**config.mk**
```make
export PLATFORM = sky130hd
export DESIGN_NAME = energy_accum_mode_config
export DESIGN_NICKNAME = d
export VERILOG_FILES = /design/src/energy_accum_mode_pkg.sv /design/src/line_cycle_counter.sv /design/src/energy_accum_mode_config.sv
export VERILOG_INCLUDE_DIRS = /design/src
export SDC_FILE = /design/constraint.sdc
export NUM_CORES = 1
export LEC_CHECK = 0
export BUFFER_PORTS_ARGS = -buffer_cell sky130_fd_sc_hd__buf_2
export CAP_MARGIN = 25
export CORE_MARGIN = 3
export CORE_UTILIZATION = 50
export DETAILED_ROUTE_END_ITERATION = 10
export PLACE_DENSITY = 0.87
export SYNTH_ARGS = -nofsm -noshare
export SYNTH_HDL_FRONTEND = slang
export SYNTH_HIERARCHICAL = 1
export SYNTH_SLANG_ARGS = --single-unit
export TNS_END_PERCENT = 1
```
**constraint.sdc**
```tcl
create_clock -name clk_i -period 5.8 [get_ports clk_i]
set_input_delay 0.87 -clock clk_i [delete_from_list [all_inputs] [get_ports clk_i]]
set_output_delay 0.87 -clock clk_i [all_outputs]
set_load 0.005 [all_outputs]
```
**src/energy_accum_mode_consts.svh**
```systemverilog
/*
 * Offsets, field positions, reset values and widths shared by the
 * energy accumulation mode configuration logic.
 * Assumes inclusion by bare name from files that need these values.
 */
`ifndef ENERGY_ACCUM_MODE_CONSTS_SVH
`define ENERGY_ACCUM_MODE_CONSTS_SVH

`define REG_ADDR_W 7
`define COMP_MODE_ADDR 7'h16
`define LINE_CYCLE_MODE_ADDR 7'h17
`define LINE_RATE_ADDR 7'h10

`define COMP_PHASE_SUM_LSB 2
`define COMP_MAGNITUDE_BIT 5
`define COMP_SIGN_ADJ_BIT 6
`define COMP_IDLE_THR_BIT 7
`define COMP_MODE_RESET 8'h1C

`define LC_ACTIVE_BIT 0
`define LC_REACTIVE_BIT 1
`define LC_APPARENT_BIT 2
`define LC_ZX_SEL_LSB 3
`define LC_CLEAR_ON_READ_BIT 6
`define LC_PERIOD_SEL_BIT 7
`define LINE_CYCLE_MODE_RESET 8'h78

`define LINE_CYCLE_COUNT_W 16

`endif

```
**src/energy_accum_mode_pkg.sv**
```systemverilog
/*
 * Types for the energy accumulation mode configuration logic.
 * Assumes nothing beyond a SystemVerilog compiler.
 */
package energy_accum_mode_pkg;
    typedef enum logic [0:0] {
        LC_IDLE = 1'b0,
        LC_RUN = 1'b1
    } lc_state_t;
endpackage

```
**src/line_cycle_counter.sv**
```systemverilog
/*
 * Zero-crossing counter that times line-cycle accumulation.
 * Assumes one-cycle zero-crossing pulses synchronous to clk_i.
 */
`timescale 1ns/1ps
`default_nettype none
`include "energy_accum_mode_consts.svh"

module line_cycle_counter
    import energy_accum_mode_pkg::*;
#(
    parameter int COUNT_W = `LINE_CYCLE_COUNT_W
) (
    input wire logic clk_i,
    input wire logic reset_i,
    input wire logic enable_i,
    input wire logic [2:0] zero_cross_i,
    input wire logic [2:0] zero_cross_phase_select_i,
    input wire logic [COUNT_W-1:0] cycle_target_i,
    output logic done_o
);
    initial begin
        if (COUNT_W < 2 || COUNT_W > 31) begin
            $error("line_cycle_counter: COUNT_W out of range");
        end
    end

    lc_state_t state_reg;
    logic [COUNT_W-1:0] count_reg;
    logic [COUNT_W:0] count_next;
    logic [2:0] hits;
    logic [1:0] hit_count;

    // Every selected phase adds its own crossings
    assign hits = zero_cross_i & zero_cross_phase_select_i;
    assign hit_count = 2'(hits[0]) + 2'(hits[1]) + 2'(hits[2]);
    assign count_next = {1'b0, count_reg} + {{(COUNT_W-1){1'b0}}, hit_count};

    always_ff @(posedge clk_i) begin
        if (reset_i) begin
            state_reg <= LC_IDLE;
            count_reg <= '0;
            done_o <= 1'b0;
        end else begin
            done_o <= 1'b0;
            unique case (state_reg)
                LC_IDLE: begin
                    count_reg <= '0;
                    if (enable_i) begin
                        state_reg <= LC_RUN;
                    end
                end
                LC_RUN: begin
                    if (!enable_i) begin
                        state_reg <= LC_IDLE;
                    end else if (count_next >= {1'b0, cycle_target_i}) begin
                        // Zero target never completes rather than firing
                        // on every clock
                        if (cycle_target_i != '0) begin
                            done_o <= 1'b1;
                            count_reg <= '0;
                        end
                    end else begin
                        count_reg <= count_next[COUNT_W-1:0];
                    end
                end
            endcase
        end
    end
endmodule
`default_nettype wire

```
**src/energy_accum_mode_config.sv**
```systemverilog
/*
 * Computation mode and line-cycle accumulation mode registers, with the
 * pulse-rate combining, clear-on-read and line-rate selection they steer.
 * Assumes a host register port synchronous to clk_i and per-phase energy
 * increments, zero-crossing pulses and accumulator read strobes from the
 * surrounding metering datapath.
 */
// How it works
// - Phase-sum select, bits 2-4, reset all ones
// - Magnitude bit sums absolute active contributions
// - Sign-adjusted bit drives signed reactive sum
// - Reactive sign flips where active is negative
// - Sign adjustment touches pulse only, not accumulators
// - Bit 0 puts active accumulators line-cycle
// - Bit 1 puts reactive accumulators line-cycle
// - Bit 2 puts apparent accumulators line-cycle
// - Zero-cross phase select, bits 3-5, ones
// - Selected phases' crossings all counted together
// - Clear-on-read zeroes accumulator after its read
// - Period select makes line rate show period
// - Line-cycle done event, masked interrupt request
`timescale 1ns/1ps
`default_nettype none
`include "energy_accum_mode_consts.svh"

module energy_accum_mode_config
    import energy_accum_mode_pkg::*;
#(
    parameter int ENERGY_W = 24,
    parameter int RATE_W = 16,
    parameter int COUNT_W = `LINE_CYCLE_COUNT_W
) (
    input wire logic clk_i,
    input wire logic reset_i,
    input wire logic [`REG_ADDR_W-1:0] reg_addr_i,
    input wire logic [7:0] reg_wdata_i,
    input wire logic reg_write_i,
    input wire logic reg_read_i,
    output logic [7:0] reg_rdata_o,
    output logic reg_rvalid_o,
    input wire logic signed [ENERGY_W-1:0] active_incr_a_i,
    input wire logic signed [ENERGY_W-1:0] active_incr_b_i,
    input wire logic signed [ENERGY_W-1:0] active_incr_c_i,
    input wire logic signed [ENERGY_W-1:0] reactive_incr_a_i,
    input wire logic signed [ENERGY_W-1:0] reactive_incr_b_i,
    input wire logic signed [ENERGY_W-1:0] reactive_incr_c_i,
    input wire logic [8:0] accum_read_i,
    input wire logic [2:0] zero_cross_i,
    input wire logic [COUNT_W-1:0] cycle_target_i,
    input wire logic line_cycle_irq_mask_i,
    input wire logic [RATE_W-1:0] line_line_rate_reg_i,
    input wire logic [RATE_W-1:0] line_period_i,
    output logic signed [ENERGY_W+1:0] active_pulse_out_rate_o,
    output logic signed [ENERGY_W+1:0] reactive_pulse_out_rate_o,
    output logic [8:0] accum_clear_o,
    output logic active_line_cycle_en_o,
    output logic reactive_line_cycle_en_o,
    output logic apparent_line_cycle_en_o,
    output logic idle_threshold_en_o,
    output logic [RATE_W-1:0] line_rate_reg_o,
    output logic line_cycle_done_flag_o,
    output logic line_cycle_irq_o
);
    initial begin
        if (ENERGY_W < 2 || ENERGY_W > 60 || RATE_W < 1 || RATE_W > 32) begin
            $error("energy_accum_mode_config: width out of range");
        end
    end

    localparam int SUM_W = ENERGY_W + 2;

    logic [7:0] computation_mode_reg;
    logic [7:0] line_cycle_mode_reg;
    logic lc_done;

    wire [2:0] phase_sum_select =
        computation_mode_reg[`COMP_PHASE_SUM_LSB +: 3];
    wire magnitude_only_mode = computation_mode_reg[`COMP_MAGNITUDE_BIT];
    wire sign_adjusted_reactive = computation_mode_reg[`COMP_SIGN_ADJ_BIT];
    wire [2:0] zero_cross_phase_select =
        line_cycle_mode_reg[`LC_ZX_SEL_LSB +: 3];
    wire clear_on_read_en = line_cycle_mode_reg[`LC_CLEAR_ON_READ_BIT];
    wire line_rate_period_select = line_cycle_mode_reg[`LC_PERIOD_SEL_BIT];
    wire any_line_cycle = |line_cycle_mode_reg[2:0];

    // One phase's share of a pulse rate, widened to the sum width
    function automatic logic signed [SUM_W-1:0] phase_term(
        input logic signed [ENERGY_W-1:0] value,
        input logic selected,
        input logic magnitude,
        input logic flip
    );
        logic signed [SUM_W-1:0] wide;
        wide = SUM_W'(value);
        if (!selected) begin
            phase_term = '0;
        end else if (magnitude && wide < 0) begin
            phase_term = -wide;
        end else if (flip) begin
            phase_term = -wide;
        end else begin
            phase_term = wide;
        end
    endfunction

    // Host register writes; defaults on reset
    always_ff @(posedge clk_i) begin
        if (reset_i) begin
            computation_mode_reg <= `COMP_MODE_RESET;
            line_cycle_mode_reg <= `LINE_CYCLE_MODE_RESET;
        end else if (reg_write_i) begin
            if (reg_addr_i == `COMP_MODE_ADDR) begin
                computation_mode_reg <= reg_wdata_i;
            end
            if (reg_addr_i == `LINE_CYCLE_MODE_ADDR) begin
                line_cycle_mode_reg <= reg_wdata_i;
            end
        end
    end

    // Host register reads; unmapped addresses read zero
    always_ff @(posedge clk_i) begin
        if (reset_i) begin
            reg_rdata_o <= 8'h00;
            reg_rvalid_o <= 1'b0;
        end else begin
            reg_rvalid_o <= reg_read_i;
            if (reg_read_i) begin
                if (reg_addr_i == `COMP_MODE_ADDR) begin
                    reg_rdata_o <= computation_mode_reg;
                end else if (reg_addr_i == `LINE_CYCLE_MODE_ADDR) begin
                    reg_rdata_o <= line_cycle_mode_reg;
                end else begin
                    reg_rdata_o <= 8'h00;
                end
            end
        end
    end

    // Pulse rates only; accumulator contents never pass through here
    always_ff @(posedge clk_i) begin
        if (reset_i) begin
            active_pulse_out_rate_o <= '0;
            reactive_pulse_out_rate_o <= '0;
        end else begin
            active_pulse_out_rate_o <=
                phase_term(active_incr_a_i, phase_sum_select[0],
                           magnitude_only_mode, 1'b0) +
                phase_term(active_incr_b_i, phase_sum_select[1],
                           magnitude_only_mode, 1'b0) +
                phase_term(active_incr_c_i, phase_sum_select[2],
                           magnitude_only_mode, 1'b0);
            reactive_pulse_out_rate_o <=
                phase_term(reactive_incr_a_i, phase_sum_select[0], 1'b0,
                           sign_adjusted_reactive && active_incr_a_i < 0) +
                phase_term(reactive_incr_b_i, phase_sum_select[1], 1'b0,
                           sign_adjusted_reactive && active_incr_b_i < 0) +
                phase_term(reactive_incr_c_i, phase_sum_select[2], 1'b0,
                           sign_adjusted_reactive && active_incr_c_i < 0);
        end
    end

    // Mode levels to the accumulators and the no-load detector
    always_ff @(posedge clk_i) begin
        if (reset_i) begin
            active_line_cycle_en_o <= 1'b0;
            reactive_line_cycle_en_o <= 1'b0;
            apparent_line_cycle_en_o <= 1'b0;
            idle_threshold_en_o <= 1'b0;
        end else begin
            active_line_cycle_en_o <=
                line_cycle_mode_reg[`LC_ACTIVE_BIT];
            reactive_line_cycle_en_o <=
                line_cycle_mode_reg[`LC_REACTIVE_BIT];
            apparent_line_cycle_en_o <=
                line_cycle_mode_reg[`LC_APPARENT_BIT];
            idle_threshold_en_o <=
                computation_mode_reg[`COMP_IDLE_THR_BIT];
        end
    end

    // Clear follows the read, so the read data is taken first.
    // Left enabled in line-cycle mode, reads still clear: host's care.
    always_ff @(posedge clk_i) begin
        if (reset_i) begin
            accum_clear_o <= 9'h000;
        end else begin
            accum_clear_o <= clear_on_read_en ? accum_read_i : 9'h000;
        end
    end

    always_ff @(posedge clk_i) begin
        if (reset_i) begin
            line_rate_reg_o <= '0;
        end else begin
            line_rate_reg_o <= line_rate_period_select ?
                line_period_i : line_line_rate_reg_i;
        end
    end

    line_cycle_counter #(
        .COUNT_W(COUNT_W)
    ) u_line_cycle_counter (
        .clk_i(clk_i),
        .reset_i(reset_i),
        .enable_i(any_line_cycle),
        .zero_cross_i(zero_cross_i),
        .zero_cross_phase_select_i(zero_cross_phase_select),
        .cycle_target_i(cycle_target_i),
        .done_o(lc_done)
    );

    always_ff @(posedge clk_i) begin
        if (reset_i) begin
            line_cycle_done_flag_o <= 1'b0;
            line_cycle_irq_o <= 1'b0;
        end else begin
            line_cycle_done_flag_o <= lc_done;
            line_cycle_irq_o <= lc_done && line_cycle_irq_mask_i;
        end
    end
endmodule
`default_nettype wire

```
# After elaboration in Yosys (flattened, before gate mapping)
# Cells that the tools add are included.
# word_totals
inputBits	224
reg_bits	126
out_inout_bits	92
# classes
n_bitwise	5
n_reduce_logical	14
n_addsub	13
n_eq_ne	4
order_cmp	4
n_mux	27
# op_table
operator	count
$mux W26	18
$neg A24 Y26	6
$add A26 B26 Y26	4
$lt A24 B1 Y1 const B	3
$mux W16	4
$pmux W16 S2	1
$add A16 B2 Y17	1
$ge A17 B16 Y1	1
$mux W8	2
$reduce_bool A16 Y1	1
$eq A7 B5 Y1 const B	2
$logic_and A1 B1 Y1	7
$reduce_and A2 Y1	3
$not A1 Y1	4
$reduce_or A4 Y1	1
$and A3 B3 Y3	1
$ne A3 B3 Y1 const B	1
$reduce_or A3 Y1	1
$add A1 B1 Y2	1
$add A2 B1 Y2	1
$mux W1	2
$ne A2 B1 Y1 const B	1
$reduce_or A2 Y1	1

# Logic depth before layout (Yosys ltp)
# depth
ltp_word	8
depth_mapped	19
mapped_depth_nobuf	19

# Hierarchy
# The synthesis kept the hierarchy.
# modules_own_cells
mod	instances	area_per_inst_um2	cells_each
energy_accum_mode_config	1	10595.2	1375
line_cycle_counter	1	1610.3	193

# Worst setup path before layout
# OpenSTA, ideal clock, no wires.
# synth_timing
path_type	input to register
startpoint	in active_incr_b_i[3]
endpoint	reg active_pulse_out_rate_o[23]
n_path_buf	0
cell_stages	17
t_arrival_ns	4.768
required_ns	5.679
path_slack_ns	0.910
path_cell_list	or3_1 -> or4_4 -> nand2b_1 -> o41ai_2 -> and2_2 -> xnor2_1 -> nand2_1 -> fa_1 -> inv_1 -> ha_1 -> a21o_1 -> a21o_1 -> a21o_1 -> a21o_1 -> a31oi_2 -> a21oi_1 -> mux2_4
# synth_via
elab_chain_len	7
# synth_lines
item	line	rtl
start, declared	energy_accum_mode_config.sv:42	input wire logic signed [ENERGY_W-1:0] active_incr_b_i,
$lt A24 B1 Y1	energy_accum_mode_config.sv:97	end else if (magnitude && wide < 0) begin
$logic_and A1 B1 Y1	energy_accum_mode_config.sv:97	
$mux W26 *	energy_accum_mode_config.sv:97	
$mux W26 *	energy_accum_mode_config.sv:95	if (!selected) begin
$mux W26 *	energy_accum_mode_config.sv:142	if (reset_i) begin
$add A26 B26 Y26 *	energy_accum_mode_config.sv:148	magnitude_only_mode, 1'b0) +
$add A26 B26 Y26 *	energy_accum_mode_config.sv:150	magnitude_only_mode, 1'b0) +
end signal, assigned	energy_accum_mode_config.sv:146	active_pulse_out_rate_o <=
end, declared	energy_accum_mode_config.sv:53	output logic signed [ENERGY_W+1:0] active_pulse_out_rate_o,
# Every way passes the cells marked *; elsewhere a longest branch is shown, timed or not. The select of a mux whose other input is x is not followed.
# A chain may end at the register's enable or synchronous reset.

# Worst setup path after layout
# layout_timing
startpoint	in reactive_incr_c_i[5]
endpoint	reg reactive_pulse_out_rate_o[24]
# layout_via
elab_chain_len	5
# layout_lines
item	line	rtl
start, declared	energy_accum_mode_config.sv:46	input wire logic signed [ENERGY_W-1:0] reactive_incr_c_i,
$neg A24 Y26	energy_accum_mode_config.sv:100	phase_term = -wide;
$mux W26 *	energy_accum_mode_config.sv:99	end else if (flip) begin
$mux W26 *	energy_accum_mode_config.sv:95	
$mux W26 *	energy_accum_mode_config.sv:142	
$add A26 B26 Y26 *	energy_accum_mode_config.sv:157	sign_adjusted_reactive && active_incr_b_i < 0) +
end signal, assigned	energy_accum_mode_config.sv:153	reactive_pulse_out_rate_o <=
end, declared	energy_accum_mode_config.sv:54	output logic signed [ENERGY_W+1:0] reactive_pulse_out_rate_o,
# Marks and branches as above.

==> tab_implementation.tex <==
\begin{tabular}{lr}
\hline
Metric & Value \\
\hline
\multicolumn{2}{l}{\textbf{Worst hold path}} \\
\quad Hold Crit Endpoint & computation\_mode\_reg[1] \\
\quad Min-delay src & computation\_mode\_reg[1] \\
\quad HP Class & flip-flop to flip-flop \\
\quad Cell count of the worst hold path & 2 \\
\multicolumn{2}{l}{\textbf{Clocking}} \\
\quad Clock buffers created by TritonCTS & 17 \\
\quad Insertion delay to the later sink of the worst-skew pair & 0.43 ns \\
\quad Total clock sinks & 126 \\
\quad Longest Clk Path Bufs & 2 \\
\quad Count of cells resized by post-cts repair & 0 \\
\quad CTS tree & yes \\
\quad Clk slew on worst S/H paths & 0.06 ns \\
\quad Count of hold-fix buffers inserted at cts & 0 \\
\quad CTS Root Buffer Type & sky130\_fd\_sc\_hd\_\_clkbuf\_16 \\
\quad Setup Fix Bufs, Post-CTS & 0 \\
\quad CTS H-Tree Depth & 4 \\
\multicolumn{2}{l}{\textbf{Power and ir drop}} \\
\quad Switching share of power & 0.366 \\
\quad Leakage component of the power & 7.11 nW \\
\quad Maximum vdd drop & 0.000219 V \\
\quad Clock share of power & 0.323 \\
\quad Combinational fraction of design power & 0.365 \\
\quad Total Power & 3.28 mW \\
\quad Internal power & 2.08 mW \\
\quad Net switching component of the power & 1.20 mW \\
\quad Power per unit of standard cell area & 224 nW/um\^{}2 \\
\quad Flop pwr share & 0.312 \\
\multicolumn{2}{l}{\textbf{Critical path}} \\
\quad Worst Reg2Reg Path Length in Cells & 15 \\
\quad Data required, critical path & 6.11 ns \\
\quad Worst setup slack for register-to-register paths & 0.94 ns \\
\quad Slowest-stage cell, CP & sky130\_fd\_sc\_hd\_\_or4\_1 \\
\quad Highest fanout seen on the critical path & 5 \\
\quad Worst path arrival time & 5.35 ns \\
\quad RR Startpoint & computation\_mode\_reg[5] \\
\quad Family of cells with the greatest summed delay on the critical path & simple AND/OR/NAND/NOR gates \\
\quad Critical Path Source Type & input pin \\
\quad Category of the critical setup timing path & input pin to flip-flop \\
\quad Worst path buffer plus inverter count & 2 \\
\quad Endpoint class of the critical path & flip-flop \\
\quad Endpoint of the most critical register-to-register path & active\_pulse\_out\_rate\_o[25] \\
\quad Crit-path cells & buf\_2, nor4\_2, and4bb\_1, nand2\_1, or4\_1, o21ai\_1, xnor2\_1, nand2\_1, fa\_1, inv\_1, ha\_1, a21o\_1, a21o\_1, a21oi\_1, a21boi\_1, o21ai\_1, a211oi\_1, mux2\_1 \\
\quad Biggest cell delay along the critical path & 0.50 ns \\
\multicolumn{2}{l}{\textbf{Layout}} \\
\quad Utilization of the core after routing & 0.616 \\
\quad Layout-stage area growth over the synthesis result & 19.8\% \\
\quad Post-layout instance area & 14600 um\^{}2 \\
\quad Final net count & 2206 \\
\quad Most frequent standard cell in the layout excluding fill and tap cells & sky130\_fd\_sc\_hd\_\_buf\_2 \\
\quad Commonest non-fill, non-tap cells in the layout & sky130\_fd\_sc\_hd\_\_buf\_2, sky130\_fd\_sc\_hd\_\_nand2\_1, sky130\_fd\_sc\_hd\_\_nor2\_1, sky130\_fd\_sc\_hd\_\_inv\_1, sky130\_fd\_sc\_hd\_\_dfxtp\_1 \\
\quad Fraction of final layout cells with drive strength greater than 1 & 0.220 \\
\quad Biggest regs & active\_pulse\_out\_rate\_o x26, reactive\_pulse\_out\_rate\_o x26 \\
\multicolumn{2}{l}{\textbf{Floorplan}} \\
\quad Height of the die & 162 um \\
\quad Die outline area & 26300 um\^{}2 \\
\quad Total I/O pin count & 316 \\
\quad Number of rows created at floorplan & 56 \\
\quad Starting density of the core & 0.514 \\
\quad Core footprint & 23800 um\^{}2 \\
\quad Die width & 162 um \\
\multicolumn{2}{l}{\textbf{Placed design}} \\
\quad HPWL reported at the end of detailed placement & 30500 um \\
\quad Final RePlAce weighted congestion & 0.971 \\
\quad Minimum setup slack after placement & 0.389 ns \\
\quad Port-buffer cells & 315 \\
\quad Standard cell area after detailed placement & 14000 um\^{}2 \\
\multicolumn{2}{l}{\textbf{Yosys}} \\
\quad Syn Inst Count & 1568 \\
\quad Post-synth top area share & 0.207 \\
\quad Synthesis warning total & 6 \\
\quad Synthesized area divided by synthesized cell count & 7.78 um\^{}2 \\
\quad Seq/Total Area, Yosys & 0.207 \\
\quad Async set or reset register ratio after synthesis & 0 \\
\quad Number of distinct library cell variants in the gate-level netlist after synthesis & 92 \\
\quad Most instantiated flip-flop cell in the synthesis netlist & sky130\_fd\_sc\_hd\_\_dfxtp\_1 \\
\quad Top post-synthesis cells by area & sky130\_fd\_sc\_hd\_\_dfxtp\_1, sky130\_fd\_sc\_hd\_\_fa\_1, sky130\_fd\_sc\_hd\_\_ha\_1 \\
\quad Synthesized flop and latch total & 126 \\
\quad Number of enable-type register cells in the synthesized netlist & 0 \\
\quad Nets in the synthesized netlist & 1918 \\
\quad Area of the mapped netlist & 12200 um\^{}2 \\
\quad Area leader, netlist & sky130\_fd\_sc\_hd\_\_dfxtp\_1 \\
\multicolumn{2}{l}{\textbf{STA}} \\
\quad Crit path time final & 5.04 ns \\
\quad Count of pins over their slew limit & 0 \\
\quad Fmax achieved & 0.198 GHz \\
\quad Setup TNS & 0 ns \\
\quad Fin worst setup slack & 0.755 ns \\
\quad Relative slew slack & 0.293 \\
\quad Worst Max-Slew Pin Slew & 1.06 ns \\
\quad Period Utilization, post-route & 0.870 \\
\quad Unrepaired setup endpoints after global routing & no \\
\quad Largest clock skew in the final design & 0.0144 ns \\
\quad Final setup vio count & 0 \\
\quad Number of hold violations in the final report & 0 \\
\multicolumn{2}{l}{\textbf{Global routing}} \\
\quad Largest net degree at the start of global routing & 69 \\
\quad Global-route wire length before repair & 59100 um \\
\quad Vias in the first global route & 11815 \\
\quad Total GRT Usage & 0.277 \\
\quad Antenna violations before repair & 6 \\
\quad Congestion Overflow GR & 0 \\
\multicolumn{2}{l}{\textbf{Run}} \\
\quad Max-cap violations & 0 \\
\multicolumn{2}{l}{\textbf{Route}} \\
\quad Total Wirelength & 37700 um \\
\quad Per-cell routed wire length & 17.2 um \\
\quad TritonRoute pass-1 iters & 5 \\
\quad Violation count after the first detailed-routing iteration & 965 \\
\quad Average via count per standard cell & 5.64 \\
\quad Final antenna-violating net count & 0 \\
\quad Remaining design rule violation count & 0 \\
\quad Via total after detailed routing & 12362 \\
\multicolumn{2}{l}{\textbf{Run status}} \\
\quad Status & finished, final reports clean \\
\hline
\end{tabular}
==> power by group through the flow <==
stage / Sequential (mW) / Clock [mW] / Combinational (mW)
2_1_floorplan: 1.04 / 0 / 0.730
3_3_place_gp: 1.04 / 0 / 1.13
3_5_place_dp: 1.04 / 0 / 1.17
4_1_cts: 1.02 / 1.08 / 1.19
5_1_grt: 1.03 / 1.12 / 1.33
6_report: 1.02 / 1.06 / 1.20
==> stage by stage <==
step	hold WS, ns	std cells
finish	0.459	2193
floorplan	0.434	1568
global placement	0.441	2156
detailed placement	0.452	2156
global route	0.483	2193
CTS	0.461	2188
==> routing by layer <==
metal | wire (um) | global-route usage | part of all wire
met4 | 1320 | 0.115 | 0.035
met2 | 17600 | 0.448 | 0.47
met1 | 15900 | 0.372 | 0.42
met5 | 9 | 0 | 0.00024
met3 | 2860 | 0.0375 | 0.076
==> worst max path at each step <==
stage,start,endpoint,depth (start not counted)
after CTS,reactive_incr_c_i[5],reactive_pulse_out_rate_o[24],18
after global placement,reactive_incr_c_i[5],reactive_pulse_out_rate_o[23],18
after floorplan,active_incr_b_i[3],active_pulse_out_rate_o[23],17
final,reactive_incr_c_i[5],reactive_pulse_out_rate_o[24],18
after detailed placement,reactive_incr_c_i[5],reactive_pulse_out_rate_o[24],18
after global routing,active_incr_c_i[3],active_pulse_out_rate_o[22],19
==> synthesized netlist by cell type, drive strengths merged (17+ instances only) <==
| cell | n |
|---|---|
| a21o | 23 |
| a21oi | 105 |
| a31oi | 17 |
| and2 | 43 |
| clkbuf | 49 |
| dfxtp | 126 |
| fa | 54 |
| ha | 72 |
| inv | 131 |
| mux2i | 18 |
| nand2 | 200 |
| nand2b | 18 |
| nand3 | 31 |
| nor2 | 151 |
| nor2b | 23 |
| nor3 | 31 |
| nor4 | 26 |
| o21ai | 68 |
| o31ai | 17 |
| xnor2 | 88 |
| xor2 | 85 |
==> tightest hold or removal path: cells and delay by family (launching register included) <==
| family | cells | cell delay (ns) |
|---|---|---|
| AOI/OAI and AO/OA | 1 | 0.05 |
| DFF | 1 | 0.31 |
| and+or+nand+nor | 1 | 0.05 |
==> logic make-up (layout without fill, tap and decap cells) <==
logic type | after synthesis | count (layout) | synth area share
simple gates | 610 | 610 | 0.253
compound gates | 312 | 312 | 0.165
fa+ha+maj | 126 | 126 | 0.162
other cells | 0 | 5 | 0
flops | 126 | 126 | 0.207
buf+inv | 191 | 492 | 0.0626
mux | 30 | 30 | 0.0261
xor+xnor | 173 | 173 | 0.124
==> final cells by class <==
| class | instances | area (um^2) |
|---|---|---|
| Clock inverter | 15 | 170 |
| Fill cell | 2122 | 9130 |
| Antenna cell | 5 | 12.5 |
| Timing Repair Buffer | 328 | 1680 |
| Inverter | 132 | 495 |
| Sequential cell | 126 | 2520 |
| Clock buffer | 17 | 425 |
| Tap cell | 319 | 399 |
| Multi-Input combinational cell | 1251 | 8920 |
No activity file was read; power rests on OpenSTA's default activity.
